**src/design/rgc_pkg.sv**
```systemverilog
// package for the receive level and gain control register bank
// holds register offsets, reset values, field positions and timing counts
// assumes a 20 MHz system clock and an 8-bit register port
`default_nettype none

package rgc_pkg;

	// ------------------------------------------------------------
	// register offsets
	// ------------------------------------------------------------
	localparam logic [7:0] ADC_CLK_CFG_OFS        = 8'h08;
	localparam logic [7:0] MID_TO_LOW_THR_OFS     = 8'h0C;
	localparam logic [7:0] LOW_TO_MID_THR_OFS     = 8'h0D;
	localparam logic [7:0] HIGH_TO_MID_THR_OFS    = 8'h0E;
	localparam logic [7:0] MID_TO_HIGH_THR_OFS    = 8'h0F;
	localparam logic [7:0] MID_GAIN_OFS_OFS       = 8'h10;
	localparam logic [7:0] LOW_GAIN_OFS_OFS       = 8'h11;
	localparam logic [7:0] SETTLE_WAIT_OFS        = 8'h12;
	localparam logic [7:0] ENERGY_SCALE_OFS       = 8'h13;
	localparam logic [7:0] LEVEL_READING_OFS      = 8'h14;
	localparam logic [7:0] FREQ_GAIN_CTRL_OFS     = 8'h15;

	// ------------------------------------------------------------
	// reset values
	// ------------------------------------------------------------
	localparam logic [7:0] ADC_CLK_CFG_RST        = 8'h10;
	localparam logic [7:0] MID_TO_LOW_THR_RST     = 8'h1E;
	localparam logic [7:0] LOW_TO_MID_THR_RST     = 8'h02;
	localparam logic [7:0] HIGH_TO_MID_THR_RST    = 8'h1E;
	localparam logic [7:0] MID_TO_HIGH_THR_RST    = 8'h02;
	localparam logic [7:0] MID_GAIN_OFS_RST       = 8'h15;
	localparam logic [7:0] LOW_GAIN_OFS_RST       = 8'h2B;
	localparam logic [7:0] SETTLE_WAIT_RST        = 8'h01;
	localparam logic [7:0] ENERGY_SCALE_RST       = 8'hD4;
	localparam logic [7:0] LEVEL_READING_RST      = 8'h00;
	localparam logic [7:0] FREQ_GAIN_CTRL_RST     = 8'h82;

	// ------------------------------------------------------------
	// field positions
	// ------------------------------------------------------------
	localparam int ADC_CLK_SEL_BIT      = 4;
	localparam int LEVEL_MSB            = 5;
	localparam int CONV_SET_MSB         = 5;
	localparam int CONV_SET_LSB         = 4;
	localparam int SETTLE_SET_MSB       = 3;
	localparam int MULT_MSB             = 7;
	localparam int MULT_LSB             = 4;
	localparam int DIV8_BIT             = 3;
	localparam int DIV4_BIT             = 2;
	localparam int DIV2_BIT             = 1;
	localparam int DIV1_BIT             = 0;
	localparam int FREQ_CORR_EN_BIT     = 7;
	localparam int MODE_MSB             = 1;

	// interval offsets added to the programmed settings
	localparam logic [2:0] CONV_EXTRA   = 3'h2;
	localparam logic [4:0] SETTLE_EXTRA = 5'h01;

	// ------------------------------------------------------------
	// timing
	// ------------------------------------------------------------
	localparam int CLK_PERIOD_NS        = 50;
	localparam int ADC_FAST_PERIOD_NS   = 16000;
	localparam int ADC_SLOW_PERIOD_NS   = 18500;
	localparam logic [8:0] ADC_FAST_CYC = 9'(ADC_FAST_PERIOD_NS / CLK_PERIOD_NS);
	localparam logic [8:0] ADC_SLOW_CYC = 9'(ADC_SLOW_PERIOD_NS / CLK_PERIOD_NS);

	// ------------------------------------------------------------
	// enumerations
	// ------------------------------------------------------------
	typedef enum logic [1:0] {
		RGC_GAIN_HIGH = 2'b00,
		RGC_GAIN_MID  = 2'b01,
		RGC_GAIN_LOW  = 2'b10
	} rgc_gain_t;

	localparam logic [1:0] MODE_HIGH_FIX  = 2'b00;
	localparam logic [1:0] MODE_HIGH_MID  = 2'b01;
	localparam logic [1:0] MODE_ALL_GAINS = 2'b10;

endpackage

`default_nettype wire

```
**src/design/rgc_level_gain_regs.sv**
```systemverilog
// register bank and gain switching logic for the receive level measurement
// assumes: register port on clk_sys, level and temperature-busy pins from the
// shared level/temperature converter, which are asynchronous to clk_sys
//
// Functional notes
// - middle-gain level offset, six bits, resets to 01_0101
// - low-gain level offset, six bits, resets to 10_1011
// - convergence wait of setting plus two samples blocks further switching
// - no level-driven gain change before convergence wait ends, whatever the level; a mode write still pulls gain back at once
// - after each switch, settle wait of setting plus one samples
// - samples within the settle wait do not update the energy value
// - sample period 16 us at fast clock, 18.5 us at slow clock
// - scale multiplier in top nibble, range 1 to 15, resets to 1101
// - divisor bits 1/8,1/4,1/2,1/1; highest set bit wins
// - scale is multiplier times divisor; empty divisor field means 1/1
// - scale register all zero gives a scale of one
// - six-bit level reading, read only, refreshed every sample period
// - reading holds its value during temperature conversion
// - frequency correction enable in bit 7, resets enabled
// - gain mode: high fixed, high-mid, high-mid-low, reserved
// - converter clock select: 0 slow, 1 fast, fast at reset
//
// Implementation choice: the strobed register port.
`default_nettype none

module rgc_level_gain_regs
	import rgc_pkg::*;
#(
	parameter int ADDR_W = 8
) (
	input  wire logic              clk_sys,
	input  wire logic              rst,
	input  wire logic              clk_en,
	input  wire logic [ADDR_W-1:0] reg_addr,
	input  wire logic [7:0]        reg_wdata,
	input  wire logic              reg_wr,
	input  wire logic              reg_rd,
	output logic      [7:0]        reg_rdata,
	input  wire logic [5:0]        adc_level_pin,
	input  wire logic              temp_busy_pin,
	output logic      [1:0]        gain_sel,
	output logic                   freq_correction_enable,
	output logic                   adc_clk_fast,
	output logic                   sample_tick,
	output logic      [10:0]       energy_value,
	output logic                   energy_valid
);
	import rgc_pkg::*;

	// ------------------------------------------------------------
	// elaboration checks
	// ------------------------------------------------------------
	// the decode reads all eight low address bits, so narrower ports cannot be served
	if (ADDR_W < 8 || ADDR_W > 16) begin : g_bad_addr
		$error("address width must be 8 to 16 bits");
	end

	// ------------------------------------------------------------
	// storage
	// ------------------------------------------------------------
	logic [7:0]  adc_clk_cfg_reg;
	logic [7:0]  mid_to_low_threshold_reg;
	logic [7:0]  low_to_mid_threshold_reg;
	logic [7:0]  high_to_mid_threshold_reg;
	logic [7:0]  mid_to_high_threshold_reg;
	logic [7:0]  mid_gain_level_offset_reg;
	logic [7:0]  low_gain_level_offset_reg;
	logic [7:0]  level_settle_wait_reg;
	logic [7:0]  energy_scale_factor_reg;
	logic [1:0]  reading_spare_reg;
	logic [5:0]  level_reading_reg;
	logic [7:0]  freq_corr_gain_control_reg;
	logic [7:0]  rdata_reg;

	logic [5:0]  level_meta_reg;
	logic [5:0]  level_sync_reg;
	logic        busy_meta_reg;
	logic        busy_sync_reg;

	logic [8:0]  period_cnt_reg;
	logic        tick_reg;
	logic [2:0]  conv_cnt_reg;
	logic [4:0]  settle_cnt_reg;
	rgc_gain_t   gain_reg;
	rgc_gain_t   gain_next;
	logic [10:0] energy_reg;
	logic        energy_valid_reg;

	// ------------------------------------------------------------
	// address decode
	// ------------------------------------------------------------
	wire logic [7:0] addr8     = reg_addr[7:0];
	wire logic       hi_clear  = (ADDR_W > 8) ? (reg_addr >> 8) == '0 : 1'b1;
	wire logic       wr_go     = clk_en & reg_wr & hi_clear;
	wire logic       wr_clk    = wr_go & (addr8 == ADC_CLK_CFG_OFS);
	wire logic       wr_ml     = wr_go & (addr8 == MID_TO_LOW_THR_OFS);
	wire logic       wr_lm     = wr_go & (addr8 == LOW_TO_MID_THR_OFS);
	wire logic       wr_hm     = wr_go & (addr8 == HIGH_TO_MID_THR_OFS);
	wire logic       wr_mh     = wr_go & (addr8 == MID_TO_HIGH_THR_OFS);
	wire logic       wr_mofs   = wr_go & (addr8 == MID_GAIN_OFS_OFS);
	wire logic       wr_lofs   = wr_go & (addr8 == LOW_GAIN_OFS_OFS);
	wire logic       wr_settle = wr_go & (addr8 == SETTLE_WAIT_OFS);
	wire logic       wr_scale  = wr_go & (addr8 == ENERGY_SCALE_OFS);
	wire logic       wr_read   = wr_go & (addr8 == LEVEL_READING_OFS);
	wire logic       wr_ctrl   = wr_go & (addr8 == FREQ_GAIN_CTRL_OFS);

	// read mux; unmapped offsets answer zero
	logic [7:0] rd_mux;
	always_comb begin
		rd_mux = 8'h00;
		if (hi_clear) begin
			case (addr8)
				ADC_CLK_CFG_OFS:     rd_mux = adc_clk_cfg_reg;
				MID_TO_LOW_THR_OFS:  rd_mux = mid_to_low_threshold_reg;
				LOW_TO_MID_THR_OFS:  rd_mux = low_to_mid_threshold_reg;
				HIGH_TO_MID_THR_OFS: rd_mux = high_to_mid_threshold_reg;
				MID_TO_HIGH_THR_OFS: rd_mux = mid_to_high_threshold_reg;
				MID_GAIN_OFS_OFS:    rd_mux = mid_gain_level_offset_reg;
				LOW_GAIN_OFS_OFS:    rd_mux = low_gain_level_offset_reg;
				SETTLE_WAIT_OFS:     rd_mux = level_settle_wait_reg;
				ENERGY_SCALE_OFS:    rd_mux = energy_scale_factor_reg;
				LEVEL_READING_OFS:   rd_mux = {reading_spare_reg, level_reading_reg};
				FREQ_GAIN_CTRL_OFS:  rd_mux = freq_corr_gain_control_reg;
				default:             rd_mux = 8'h00;
			endcase
		end
	end

	// ------------------------------------------------------------
	// configuration registers
	// ------------------------------------------------------------
	// plain read/write storage; reserved bits are kept as written
	always_ff @(posedge clk_sys or posedge rst) begin
		if (rst) begin
			adc_clk_cfg_reg            <= ADC_CLK_CFG_RST;
			mid_to_low_threshold_reg   <= MID_TO_LOW_THR_RST;
			low_to_mid_threshold_reg   <= LOW_TO_MID_THR_RST;
			high_to_mid_threshold_reg  <= HIGH_TO_MID_THR_RST;
			mid_to_high_threshold_reg  <= MID_TO_HIGH_THR_RST;
			mid_gain_level_offset_reg  <= MID_GAIN_OFS_RST;
			low_gain_level_offset_reg  <= LOW_GAIN_OFS_RST;
			level_settle_wait_reg      <= SETTLE_WAIT_RST;
			energy_scale_factor_reg    <= ENERGY_SCALE_RST;
			reading_spare_reg          <= LEVEL_READING_RST[7:6];
			freq_corr_gain_control_reg <= FREQ_GAIN_CTRL_RST;
		end else begin
			if (wr_clk)    adc_clk_cfg_reg            <= reg_wdata;
			if (wr_ml)     mid_to_low_threshold_reg   <= reg_wdata;
			if (wr_lm)     low_to_mid_threshold_reg   <= reg_wdata;
			if (wr_hm)     high_to_mid_threshold_reg  <= reg_wdata;
			if (wr_mh)     mid_to_high_threshold_reg  <= reg_wdata;
			if (wr_mofs)   mid_gain_level_offset_reg  <= reg_wdata;
			if (wr_lofs)   low_gain_level_offset_reg  <= reg_wdata;
			if (wr_settle) level_settle_wait_reg      <= reg_wdata;
			if (wr_scale)  energy_scale_factor_reg    <= reg_wdata;
			if (wr_read)   reading_spare_reg          <= reg_wdata[7:6];
			if (wr_ctrl)   freq_corr_gain_control_reg <= reg_wdata;
		end
	end

	// read data stands from the cycle after the strobe until the next cycle with clk_en high
	always_ff @(posedge clk_sys or posedge rst) begin
		if (rst) begin
			rdata_reg <= 8'h00;
		end else if (clk_en) begin
			rdata_reg <= reg_rd ? rd_mux : 8'h00;
		end
	end

	// ------------------------------------------------------------
	// pin synchronisers
	// ------------------------------------------------------------
	// the level bus is only sampled on a tick, long after it settled,
	// so a per-bit synchroniser cannot tear a value in practice
	always_ff @(posedge clk_sys or posedge rst) begin
		if (rst) begin
			level_meta_reg <= 6'h00;
			level_sync_reg <= 6'h00;
			busy_meta_reg  <= 1'b0;
			busy_sync_reg  <= 1'b0;
		end else if (clk_en) begin
			level_meta_reg <= adc_level_pin;
			level_sync_reg <= level_meta_reg;
			busy_meta_reg  <= temp_busy_pin;
			busy_sync_reg  <= busy_meta_reg;
		end
	end

	// ------------------------------------------------------------
	// sample period timer
	// ------------------------------------------------------------
	wire logic       fast_sel   = adc_clk_cfg_reg[ADC_CLK_SEL_BIT];
	wire logic [8:0] period_cyc = fast_sel ? ADC_FAST_CYC : ADC_SLOW_CYC;
	// >= rather than == so a switch to the faster clock mid-period cannot overrun
	wire logic       period_end = (period_cnt_reg >= period_cyc - 9'h001);

	always_ff @(posedge clk_sys or posedge rst) begin
		if (rst) begin
			period_cnt_reg <= 9'h000;
			tick_reg       <= 1'b0;
		end else if (clk_en) begin
			period_cnt_reg <= period_end ? 9'h000 : period_cnt_reg + 9'h001;
			tick_reg       <= period_end;
		end
	end

	// a sample is taken on each tick unless a temperature conversion owns the converter
	wire logic take_sample = tick_reg & ~busy_sync_reg;

	// level reading refresh
	always_ff @(posedge clk_sys or posedge rst) begin
		if (rst) begin
			level_reading_reg <= LEVEL_READING_RST[LEVEL_MSB:0];
		end else if (clk_en && take_sample) begin
			level_reading_reg <= level_sync_reg;
		end
	end

	// ------------------------------------------------------------
	// gain switching
	// ------------------------------------------------------------
	wire logic [1:0] mode      = freq_corr_gain_control_reg[MODE_MSB:0];
	wire logic [5:0] lvl       = level_sync_reg;
	wire logic [5:0] thr_hm    = high_to_mid_threshold_reg[LEVEL_MSB:0];
	wire logic [5:0] thr_mh    = mid_to_high_threshold_reg[LEVEL_MSB:0];
	wire logic [5:0] thr_ml    = mid_to_low_threshold_reg[LEVEL_MSB:0];
	wire logic [5:0] thr_lm    = low_to_mid_threshold_reg[LEVEL_MSB:0];
	wire logic       mid_ok    = (mode == MODE_HIGH_MID) | (mode == MODE_ALL_GAINS);
	wire logic       low_ok    = (mode == MODE_ALL_GAINS);
	wire logic       can_move  = take_sample & (conv_cnt_reg == 3'h0);

	// next gain; a mode that no longer allows the active gain pulls back at once
	always_comb begin
		gain_next = gain_reg;
		case (gain_reg)
			RGC_GAIN_HIGH: begin
				if (can_move && mid_ok && lvl > thr_hm) gain_next = RGC_GAIN_MID;
			end
			RGC_GAIN_MID: begin
				if (!mid_ok) gain_next = RGC_GAIN_HIGH;
				else if (can_move && low_ok && lvl > thr_ml) gain_next = RGC_GAIN_LOW;
				else if (can_move && lvl < thr_mh) gain_next = RGC_GAIN_HIGH;
			end
			RGC_GAIN_LOW: begin
				if (!mid_ok) gain_next = RGC_GAIN_HIGH;
				else if (!low_ok) gain_next = RGC_GAIN_MID;
				else if (can_move && lvl < thr_lm) gain_next = RGC_GAIN_MID;
			end
			default: gain_next = RGC_GAIN_HIGH;
		endcase
	end

	wire logic       switching  = (gain_next != gain_reg);
	wire logic [2:0] conv_load  = {1'b0, level_settle_wait_reg[CONV_SET_MSB:CONV_SET_LSB]}
	                              + CONV_EXTRA;
	wire logic [4:0] settle_load = {1'b0, level_settle_wait_reg[SETTLE_SET_MSB:0]}
	                               + SETTLE_EXTRA;

	// gain state and the two wait counters, counted in sample periods
	always_ff @(posedge clk_sys or posedge rst) begin
		if (rst) begin
			gain_reg       <= RGC_GAIN_HIGH;
			conv_cnt_reg   <= 3'h0;
			settle_cnt_reg <= 5'h00;
		end else if (clk_en) begin
			gain_reg <= gain_next;
			if (switching) begin
				conv_cnt_reg   <= conv_load;
				settle_cnt_reg <= settle_load;
			end else if (tick_reg) begin
				if (conv_cnt_reg != 3'h0)   conv_cnt_reg   <= conv_cnt_reg - 3'h1;
				if (settle_cnt_reg != 5'h00) settle_cnt_reg <= settle_cnt_reg - 5'h01;
			end
		end
	end

	// ------------------------------------------------------------
	// energy value
	// ------------------------------------------------------------
	wire logic [3:0] mult_raw = energy_scale_factor_reg[MULT_MSB:MULT_LSB];
	// a zero multiplier is outside the legal range; treating it as one keeps
	// an all-zero register at unity scale
	wire logic [3:0] mult_eff = (mult_raw == 4'h0) ? 4'h1 : mult_raw;
	logic [1:0] div_shift;
	always_comb begin
		div_shift = 2'd0;
		if (energy_scale_factor_reg[DIV8_BIT])      div_shift = 2'd3;
		else if (energy_scale_factor_reg[DIV4_BIT]) div_shift = 2'd2;
		else if (energy_scale_factor_reg[DIV2_BIT]) div_shift = 2'd1;
		else if (energy_scale_factor_reg[DIV1_BIT]) div_shift = 2'd0;
	end

	logic [5:0] active_ofs;
	always_comb begin
		case (gain_reg)
			RGC_GAIN_MID: active_ofs = mid_gain_level_offset_reg[LEVEL_MSB:0];
			RGC_GAIN_LOW: active_ofs = low_gain_level_offset_reg[LEVEL_MSB:0];
			default:      active_ofs = 6'h00;
		endcase
	end

	wire logic [6:0]  level_sum = {1'b0, level_sync_reg} + {1'b0, active_ofs};
	wire logic [10:0] product   = 11'(level_sum) * 11'(mult_eff);
	wire logic [10:0] scaled    = product >> div_shift;
	// samples inside the settle window, or while gain moves, are discarded
	wire logic        use_sample = take_sample & (settle_cnt_reg == 5'h00) & ~switching;

	always_ff @(posedge clk_sys or posedge rst) begin
		if (rst) begin
			energy_reg       <= 11'h000;
			energy_valid_reg <= 1'b0;
		end else if (clk_en) begin
			energy_valid_reg <= use_sample;
			if (use_sample) energy_reg <= scaled;
		end
	end

	// ------------------------------------------------------------
	// outputs
	// ------------------------------------------------------------
	assign reg_rdata              = rdata_reg;
	assign gain_sel               = gain_reg;
	assign freq_correction_enable = freq_corr_gain_control_reg[FREQ_CORR_EN_BIT];
	assign adc_clk_fast           = adc_clk_cfg_reg[ADC_CLK_SEL_BIT];
	assign sample_tick            = tick_reg;
	assign energy_value           = energy_reg;
	assign energy_valid           = energy_valid_reg;

endmodule

`default_nettype wire

```
**config.mk**
```make
export PLATFORM = sky130hd
export DESIGN_NAME = rgc_level_gain_regs
export DESIGN_NICKNAME = d
export VERILOG_FILES = /design/src/design/rgc_pkg.sv /design/src/design/rgc_level_gain_regs.sv
export SDC_FILE = /design/constraint.sdc
export NUM_CORES = 1
export LEC_CHECK = 0
export BUFFER_PORTS_ARGS = -buffer_cell sky130_fd_sc_hd__buf_2
export CORE_MARGIN = 3
export CORE_UTILIZATION = 45
export CTS_BUF_LIST = sky130_fd_sc_hd__clkbuf_2 sky130_fd_sc_hd__clkbuf_4 sky130_fd_sc_hd__clkbuf_8
export DETAILED_ROUTE_END_ITERATION = 16
export GPL_ROUTABILITY_DRIVEN = 0
export PLACE_DENSITY_LB_ADDON = 0.3
export SETUP_SLACK_MARGIN = 0.15
export SYNTH_ARGS = -nofsm -noshare
export SYNTH_HDL_FRONTEND = slang
export SYNTH_SLANG_ARGS = --single-unit
```
**constraint.sdc**
```tcl
create_clock -name clk_sys -period 4.5 [get_ports clk_sys]
set_input_delay 0.225 -clock clk_sys [delete_from_list [all_inputs] [get_ports clk_sys]]
set_output_delay 0.225 -clock clk_sys [all_outputs]
set_load 0.01 [all_outputs]
```
# --- Yosys cells after proc, flatten, opt, wreduce, memory -nomap -nowiden ---
# Cells that the tools add are included.
word_totals:
  elab_cells: 115
  ff_bits: 142
op_classes:
  bitwise: 19
  addsub: 7
  mux: 23
  n_eq_ne: 16
  mul: 1
  n_shift: 1
  reduce_logical: 19
  order_cmp: 5
op_table:
  columns: ["op", "n"]
  rows:
  - ["8-bit case mux with 11 select lines", 1]
  - ["8-bit by 5-bit == test with 1-bit output (second input constant)", 6]
  - ["8-bit by 4-bit == test with 1-bit output (second input constant)", 5]
  - ["2-bit two-way mux", 9]
  - ["1-bit bitwise AND", 16]
  - ["5-bit two-way mux", 3]
  - ["6-bit > comparator", 2]
  - ["6-bit < comparator", 2]
  - ["6-bit case mux with 2 select lines", 1]
  - ["7-bit by 4-bit multiplier with 11-bit output", 1]
  - ["11-bit by 2-bit right shift with 11-bit output", 1]
  - ["9-bit by 1-bit adder with 9-bit output (second input constant)", 1]
  - ["9-bit >= comparator", 1]
  - ["3-bit two-way mux", 3]
  - ["9-bit two-way mux", 1]
  - ["9-bit by 1-bit subtractor with 9-bit output (second input constant)", 1]
  - ["8-bit two-way mux", 1]
  - ["6-bit by 6-bit adder with 7-bit output", 1]
  - ["1-bit logical AND", 7]
  - ["6-bit two-way mux", 1]
  - ["2-bit case mux with 3 select lines", 1]
  - ["3-bit AND reduction", 2]
  - ["2-bit nonzero test", 3]
  - ["4-bit by 1-bit adder with 5-bit output (second input constant)", 1]
  - ["other kinds (17)", 20]

# --- Depth between registers and ports, before layout ---
depth:
  depth_word: 12
  depth_mapped: 24

# --- Worst setup path before layout ---
# Ideal clock, no wire load.
synth_path:
  kind: "reg2reg"
  from: "reg gain_reg[0] (netlist: gain_sel[0])"
  to: "reg energy_reg[8] (netlist: energy_value[8])"
  slack_ns: -0.552
  t_required_ns: 4.365
  t_arrival_ns: 4.916
  path_stages_with_launch: 25
  cell_sequence: "dfrtp_1 > inv_1 > ha_1 > clkbuf_1 > a22oi_1 > nor2b_1 > ha_1 > inv_1 > fa_1 > inv_1 > a21oi_1 > o21ai_0 > xor2_1 > nand2_1 > fa_1 > inv_1 > fa_1 > ha_1 > nand2_1 > o21ai_0 > o41ai_1 > xnor2_1 > mux2_2 > mux2i_1 > o31ai_1"
synth_via:
  elab_chain_len: 8
synth_rtl:
  columns: ["item", "line_no", "rtl"]
  rows:
  - ["from (decl)", "rgc_level_gain_regs.sv:84", "rgc_gain_t gain_reg;"]
  - ["from (signal assigned)", "rgc_level_gain_regs.sv:266", "gain_reg <= gain_next;"]
  - ["branches (longest 8 deep; another with 7-bit by 4-bit multiplier with 11-bit output)", null, null]
  - ["to (signal assigned)", "rgc_level_gain_regs.sv:314", "if (use_sample) energy_reg <= scaled;"]
  - ["to (decl)", "rgc_level_gain_regs.sv:86", "logic [10:0] energy_reg;"]
# Several ways; the timed one is not identified.
# A chain may end at the register's enable or synchronous reset.

# --- Worst setup path after layout ---
layout_path:
  from: "reg gain_reg[1] (netlist: gain_sel[1])"
  to: "reg energy_reg[6] (netlist: energy_value[6])"
# Same word-level chain as after synthesis.

==> impl_results.html <==
<table>
<tr><th>Metric</th><th>Value</th></tr>
<tr><th colspan="2">Yosys</th></tr>
<tr><td>Most used standard cells in the synthesized netlist</td><td>117 x sky130_fd_sc_hd__dfrtp_1, 109 x sky130_fd_sc_hd__mux2_2, 64 x sky130_fd_sc_hd__nand2_1, 61 x sky130_fd_sc_hd__inv_1, 59 x sky130_fd_sc_hd__ha_1</td></tr>
<tr><td>Leading register cell type out of synthesis</td><td>sky130_fd_sc_hd__dfrtp_1</td></tr>
<tr><td>Proportion of netlist area held by the largest area contributor</td><td>approximately 34%</td></tr>
<tr><td>Most instantiated library cell after synthesis</td><td>sky130_fd_sc_hd__dfrtp_1</td></tr>
<tr><td>Cell taking the most area after synthesis</td><td>sky130_fd_sc_hd__dfrtp_1</td></tr>
<tr><td>Post-synthesis sequential area ratio</td><td>just over 40%</td></tr>
<tr><td>Synthesized area per cell</td><td>between 10 and 15 µm²</td></tr>
<tr><td>Share of async-settable or async-resettable flops after synthesis</td><td>between 90% and 100%</td></tr>
<tr><td>Post-synthesis cell type count</td><td>around 70</td></tr>
<tr><td>Warnings from Yosys</td><td>0</td></tr>
<tr><td>Cell count after synthesis</td><td>between 800 and 900</td></tr>
<tr><td>Net count after synthesis</td><td>909</td></tr>
<tr><td>Dominant cells by area after synthesis</td><td>sky130_fd_sc_hd__dfrtp_1 34%, sky130_fd_sc_hd__mux2_2 14%, sky130_fd_sc_hd__ha_1 8.5%</td></tr>
<tr><td>Synthesis-stage register bit count</td><td>142</td></tr>
<tr><td>Number of synthesized flops with an enable pin</td><td>0</td></tr>
<tr><td>Netlist area before placement</td><td>slightly below 0.009 mm²</td></tr>
<tr><th colspan="2">Flow run</th></tr>
<tr><td>Max cap viols</td><td>0</td></tr>
<tr><th colspan="2">Critical path</th></tr>
<tr><td>Launching element type of the critical path</td><td>flip-flop</td></tr>
<tr><td>Maximum fanout along the worst path</td><td>4</td></tr>
<tr><td>CP Capture Type</td><td>flip-flop</td></tr>
<tr><td>Crit path arrival time</td><td>roughly 4.9 ns</td></tr>
<tr><td>Critical path start-end classification</td><td>flip-flop to flip-flop</td></tr>
<tr><td>Data required, critical path</td><td>between 4 and 5 ns</td></tr>
<tr><th colspan="2">Placement</th></tr>
<tr><td>Post-DP Area</td><td>~0.0095 mm²</td></tr>
<tr><td>Detailed placer's ending HPWL</td><td>~16 mm</td></tr>
<tr><td>Worst slack after detailed placement</td><td>-0.2616 ns</td></tr>
<tr><td>Placed instance count</td><td>1121</td></tr>
<tr><td>Count of input and output buffers</td><td>52</td></tr>
<tr><th colspan="2">Pwr</th></tr>
<tr><td>Switching power share of the total</td><td>29.67%</td></tr>
<tr><td>Reported net switching power</td><td>about 0.95 mW</td></tr>
<tr><td>Power share of the sequential group</td><td>45.8%</td></tr>
<tr><td>Logic pwr share</td><td>20.0%</td></tr>
<tr><td>PnR Total Power</td><td>roughly 3.2 mW</td></tr>
<tr><td>Static Leakage</td><td>approximately 4.8 nW</td></tr>
<tr><td>Internal Dissipation</td><td>roughly 2.3 mW</td></tr>
<tr><td>Worst vdd ir</td><td>about 0.22 mV</td></tr>
<tr><td>Clock network fraction of design power</td><td>roughly 34%</td></tr>
<tr><td>Power per unit of standard cell area</td><td>slightly above 300 mW/mm²</td></tr>
<tr><th colspan="2">Die</th></tr>
<tr><td>Effective utilization at floorplan</td><td>a little under half</td></tr>
<tr><td>Die Outline Area</td><td>~0.021 mm²</td></tr>
<tr><td>Vertical die dimension</td><td>roughly 150 µm</td></tr>
<tr><td>Core area</td><td>approximately 0.019 mm²</td></tr>
<tr><td>Number of top-level pins</td><td>between 50 and 60</td></tr>
<tr><td>X dimension of the die</td><td>roughly 150 µm</td></tr>
<tr><td>Count of standard-cell rows</td><td>50</td></tr>
<tr><th colspan="2">CTS</th></tr>
<tr><td>Total clock sinks</td><td>approximately 140</td></tr>
<tr><td>Number of CTS-inserted buffers</td><td>17</td></tr>
<tr><td>Source-to-sink clock delay at the later pin of the worst-skew pair</td><td>0.47 ns</td></tr>
<tr><td>Clk buf depth</td><td>2</td></tr>
<tr><td>H-tree lvl count</td><td>4</td></tr>
<tr><td>Clock edge transition at the registers on the reported setup and hold paths</td><td>0.08 ns</td></tr>
<tr><td>CTS tree</td><td>done</td></tr>
<tr><td>Root cell of the clock tree</td><td>sky130_fd_sc_hd__clkbuf_8</td></tr>
<tr><th colspan="2">STA</th></tr>
<tr><td>Worst setup slack after layout</td><td>-0.03694 ns</td></tr>
<tr><td>Clock Skew</td><td>~0.013 ns</td></tr>
<tr><td>Final Cycle Share</td><td>100.8%</td></tr>
<tr><td>Pin slew with the least headroom to its limit</td><td>roughly 1.0 ns</td></tr>
<tr><td>Normalized max-slew margin</td><td>32.55%</td></tr>
<tr><td>Total negative slack</td><td>-0.1724 ns</td></tr>
<tr><td>Total count of hold-check failures in the final report</td><td>14</td></tr>
<tr><td>RSZ-0062 raised after global routing</td><td>yes</td></tr>
<tr><td>Highest attainable clock frequency</td><td>between 200 and 250 MHz</td></tr>
<tr><td>Final critical delay including setup and external delays</td><td>4.537 ns</td></tr>
<tr><td>Final setup vio count</td><td>6</td></tr>
<tr><td>Final Hold Slack</td><td>-0.06291 ns</td></tr>
<tr><td>Number of pins exceeding their max-slew limit in the final report</td><td>0</td></tr>
<tr><th colspan="2">Global route</th></tr>
<tr><td>Number of antenna violations at the first check in global routing</td><td>0</td></tr>
<tr><td>Total congestion overflow after global routing</td><td>0</td></tr>
<tr><td>Pin count of the biggest net entering global routing</td><td>110</td></tr>
<tr><td>All-Layer GR Usage</td><td>21.33%</td></tr>
<tr><td>Vias in the first global route</td><td>~6500</td></tr>
<tr><td>Global-route wire length before repair</td><td>~35 mm</td></tr>
<tr><th colspan="2">Detailed routing</th></tr>
<tr><td>Total Routed Length</td><td>between 20 and 25 mm</td></tr>
<tr><td>Iteration count of the initial detailed-routing pass</td><td>5</td></tr>
<tr><td>DRC violation count after routing</td><td>0</td></tr>
<tr><td>Count of routing violations after the opening detailed-route iteration</td><td>400</td></tr>
<tr><td>Routed vias/inst</td><td>roughly 5.6</td></tr>
<tr><td>M1 wire length</td><td>between 10 and 15 mm</td></tr>
<tr><td>Via count of the routed design</td><td>about 6500</td></tr>
<tr><td>Met3 WL post-DR</td><td>around 940 µm</td></tr>
<tr><td>Total met2 wirelength after detailed routing</td><td>~10 mm</td></tr>
<tr><td>DR WL/cell</td><td>~19 µm</td></tr>
<tr><td>Top layer used by detailed routing</td><td>met4</td></tr>
<tr><td>Post-detailed-route count of antenna-violating nets</td><td>0</td></tr>
<tr><th colspan="2">Run status</th></tr>
<tr><td>Status</td><td>finished, violations left</td></tr>
<tr><td>Violations in the final reports</td><td>negative hold slack, negative setup slack</td></tr>
<tr><th colspan="2">Layout</th></tr>
<tr><td>Count of antenna diodes in the layout</td><td>0</td></tr>
<tr><td>Synthesis-to-finish area growth</td><td>18.44%</td></tr>
<tr><td>Fraction of layout cells with a size suffix above 1</td><td>around 37%</td></tr>
<tr><td>Fin nets</td><td>roughly 1000</td></tr>
<tr><td>Filler instances</td><td>about 1700</td></tr>
<tr><td>Post-route standard cell area excluding fillers</td><td>between 0.01 and 0.015 mm²</td></tr>
<tr><td>Largest register FFs</td><td>11</td></tr>
<tr><td>Final Core Density</td><td>between 50% and 60%</td></tr>
<tr><td>Count of non-filler cells in the finished layout</td><td>roughly 1200</td></tr>
<tr><th colspan="2">Hold path</th></tr>
<tr><td>Kind of path behind the tightest hold check</td><td>input pin to asynchronous set/reset pin</td></tr>
</table>
==> area by class of cell <==
cell class                 instances  area, µm²  share of cell area (%)
multi-input combinational        568       5024                   48.68
sequential                       142       3587                   34.76
clock inverter                    12      160.2                   1.552
tap                              260      325.3                   3.153
clock buffer                      20      262.8                   2.546
inverter                          62      242.7                   2.352
timing repair buffer             107      716.9                   6.948
==> metal layers <==
layer | vias to the layer above | track usage, %
met2 | 154 | 33.71
met1 | 3260 | 29.28
met3 | 35 | 4.341
met5 | - | 0
li1 | 3099 | -
met4 | 0 | 7.645
==> cells in the final DEF, fill, tap and decap left out, types with 17 or more instances in the layout <==
cell type,n
sky130_fd_sc_hd__and2_1,22
sky130_fd_sc_hd__buf_2,52
sky130_fd_sc_hd__buf_4,41
sky130_fd_sc_hd__clkbuf_8,18
sky130_fd_sc_hd__dfrtp_1,115
sky130_fd_sc_hd__dfstp_2,25
sky130_fd_sc_hd__ha_1,47
sky130_fd_sc_hd__inv_1,53
sky130_fd_sc_hd__mux2_2,107
sky130_fd_sc_hd__mux2i_1,17
sky130_fd_sc_hd__nand2_1,59
sky130_fd_sc_hd__nor2_1,26
sky130_fd_sc_hd__o21ai_0,24
==> power groups by stage <==
stage / Combinational, mW / Sequential, mW / Clock [mW]
after global placement: 0.573 / 1.49 / 0
after CTS: 0.630 / 1.47 / 1.12
final: 0.641 / 1.47 / 1.10
after detailed placement: 0.588 / 1.49 / 0
after global routing: 0.722 / 1.49 / 1.17
after floorplan: 0.427 / 1.46 / 0
==> worst max-delay path, stage by stage, from the launching register on <==
cell and delay (ns):
sky130_fd_sc_hd__dfrtp_2 0.43, sky130_fd_sc_hd__buf_6 0.13, sky130_fd_sc_hd__ha_4 0.17, sky130_fd_sc_hd__a22o_1 0.18, sky130_fd_sc_hd__nand2_2 0.08, sky130_fd_sc_hd__inv_2 0.05, sky130_fd_sc_hd__ha_4 0.19, sky130_fd_sc_hd__a21o_1 0.16
sky130_fd_sc_hd__a21oi_2 0.16, sky130_fd_sc_hd__o21ai_1 0.10, sky130_fd_sc_hd__a21oi_1 0.18, sky130_fd_sc_hd__xnor2_1 0.16, sky130_fd_sc_hd__nand2_1 0.10, sky130_fd_sc_hd__fa_1 0.50, sky130_fd_sc_hd__inv_1 0.05, sky130_fd_sc_hd__fa_1 0.48
sky130_fd_sc_hd__ha_4 0.32, sky130_fd_sc_hd__nand2_2 0.06, sky130_fd_sc_hd__o211ai_1 0.19, sky130_fd_sc_hd__xor2_1 0.24, sky130_fd_sc_hd__mux2i_1 0.13, sky130_fd_sc_hd__nor2_1 0.15, sky130_fd_sc_hd__a211oi_2 0.05, sky130_fd_sc_hd__o31ai_1 0.20
==> cells by family after synthesis <==
logic type	share of synthesized area (%)
AO/OA/AOI/OAI	13.90
adder cells (fa/ha/maj)	11.00
AND/OR/NAND/NOR	10.43
buffers and inverters	4.538
flip-flops	41.15
multiplexers	17.08
XOR/XNOR	1.910
==> worst paths after layout <==
kind | startpoint | end | slack [ns] | cells past startpoint
max | gain_sel[1] | energy_value[6] | -0.04 | 23
min | rst | period_cnt_reg[0] | -0.06 | 2
max in group asynchronous | rst | level_settle_wait_reg[0] | 3.54 | 3
min in group clk_sys | reg_wdata[5] | energy_scale_factor_reg[5] | 0.15 | 2
min reg2reg | energy_value[2] | energy_value[2] | 0.48 | 1
max reg2reg | gain_sel[1] | energy_value[6] | -0.04 | 23
==> repair_timing <==
item,in CTS,in global routing
hold buffers,7,0
pin swaps,34,20
setup endpoints to repair,9,11
buffers inserted,10,1
hold endpoints to repair,7,0
gates resized for setup,30,17
(Power assumes the default switching activity.)
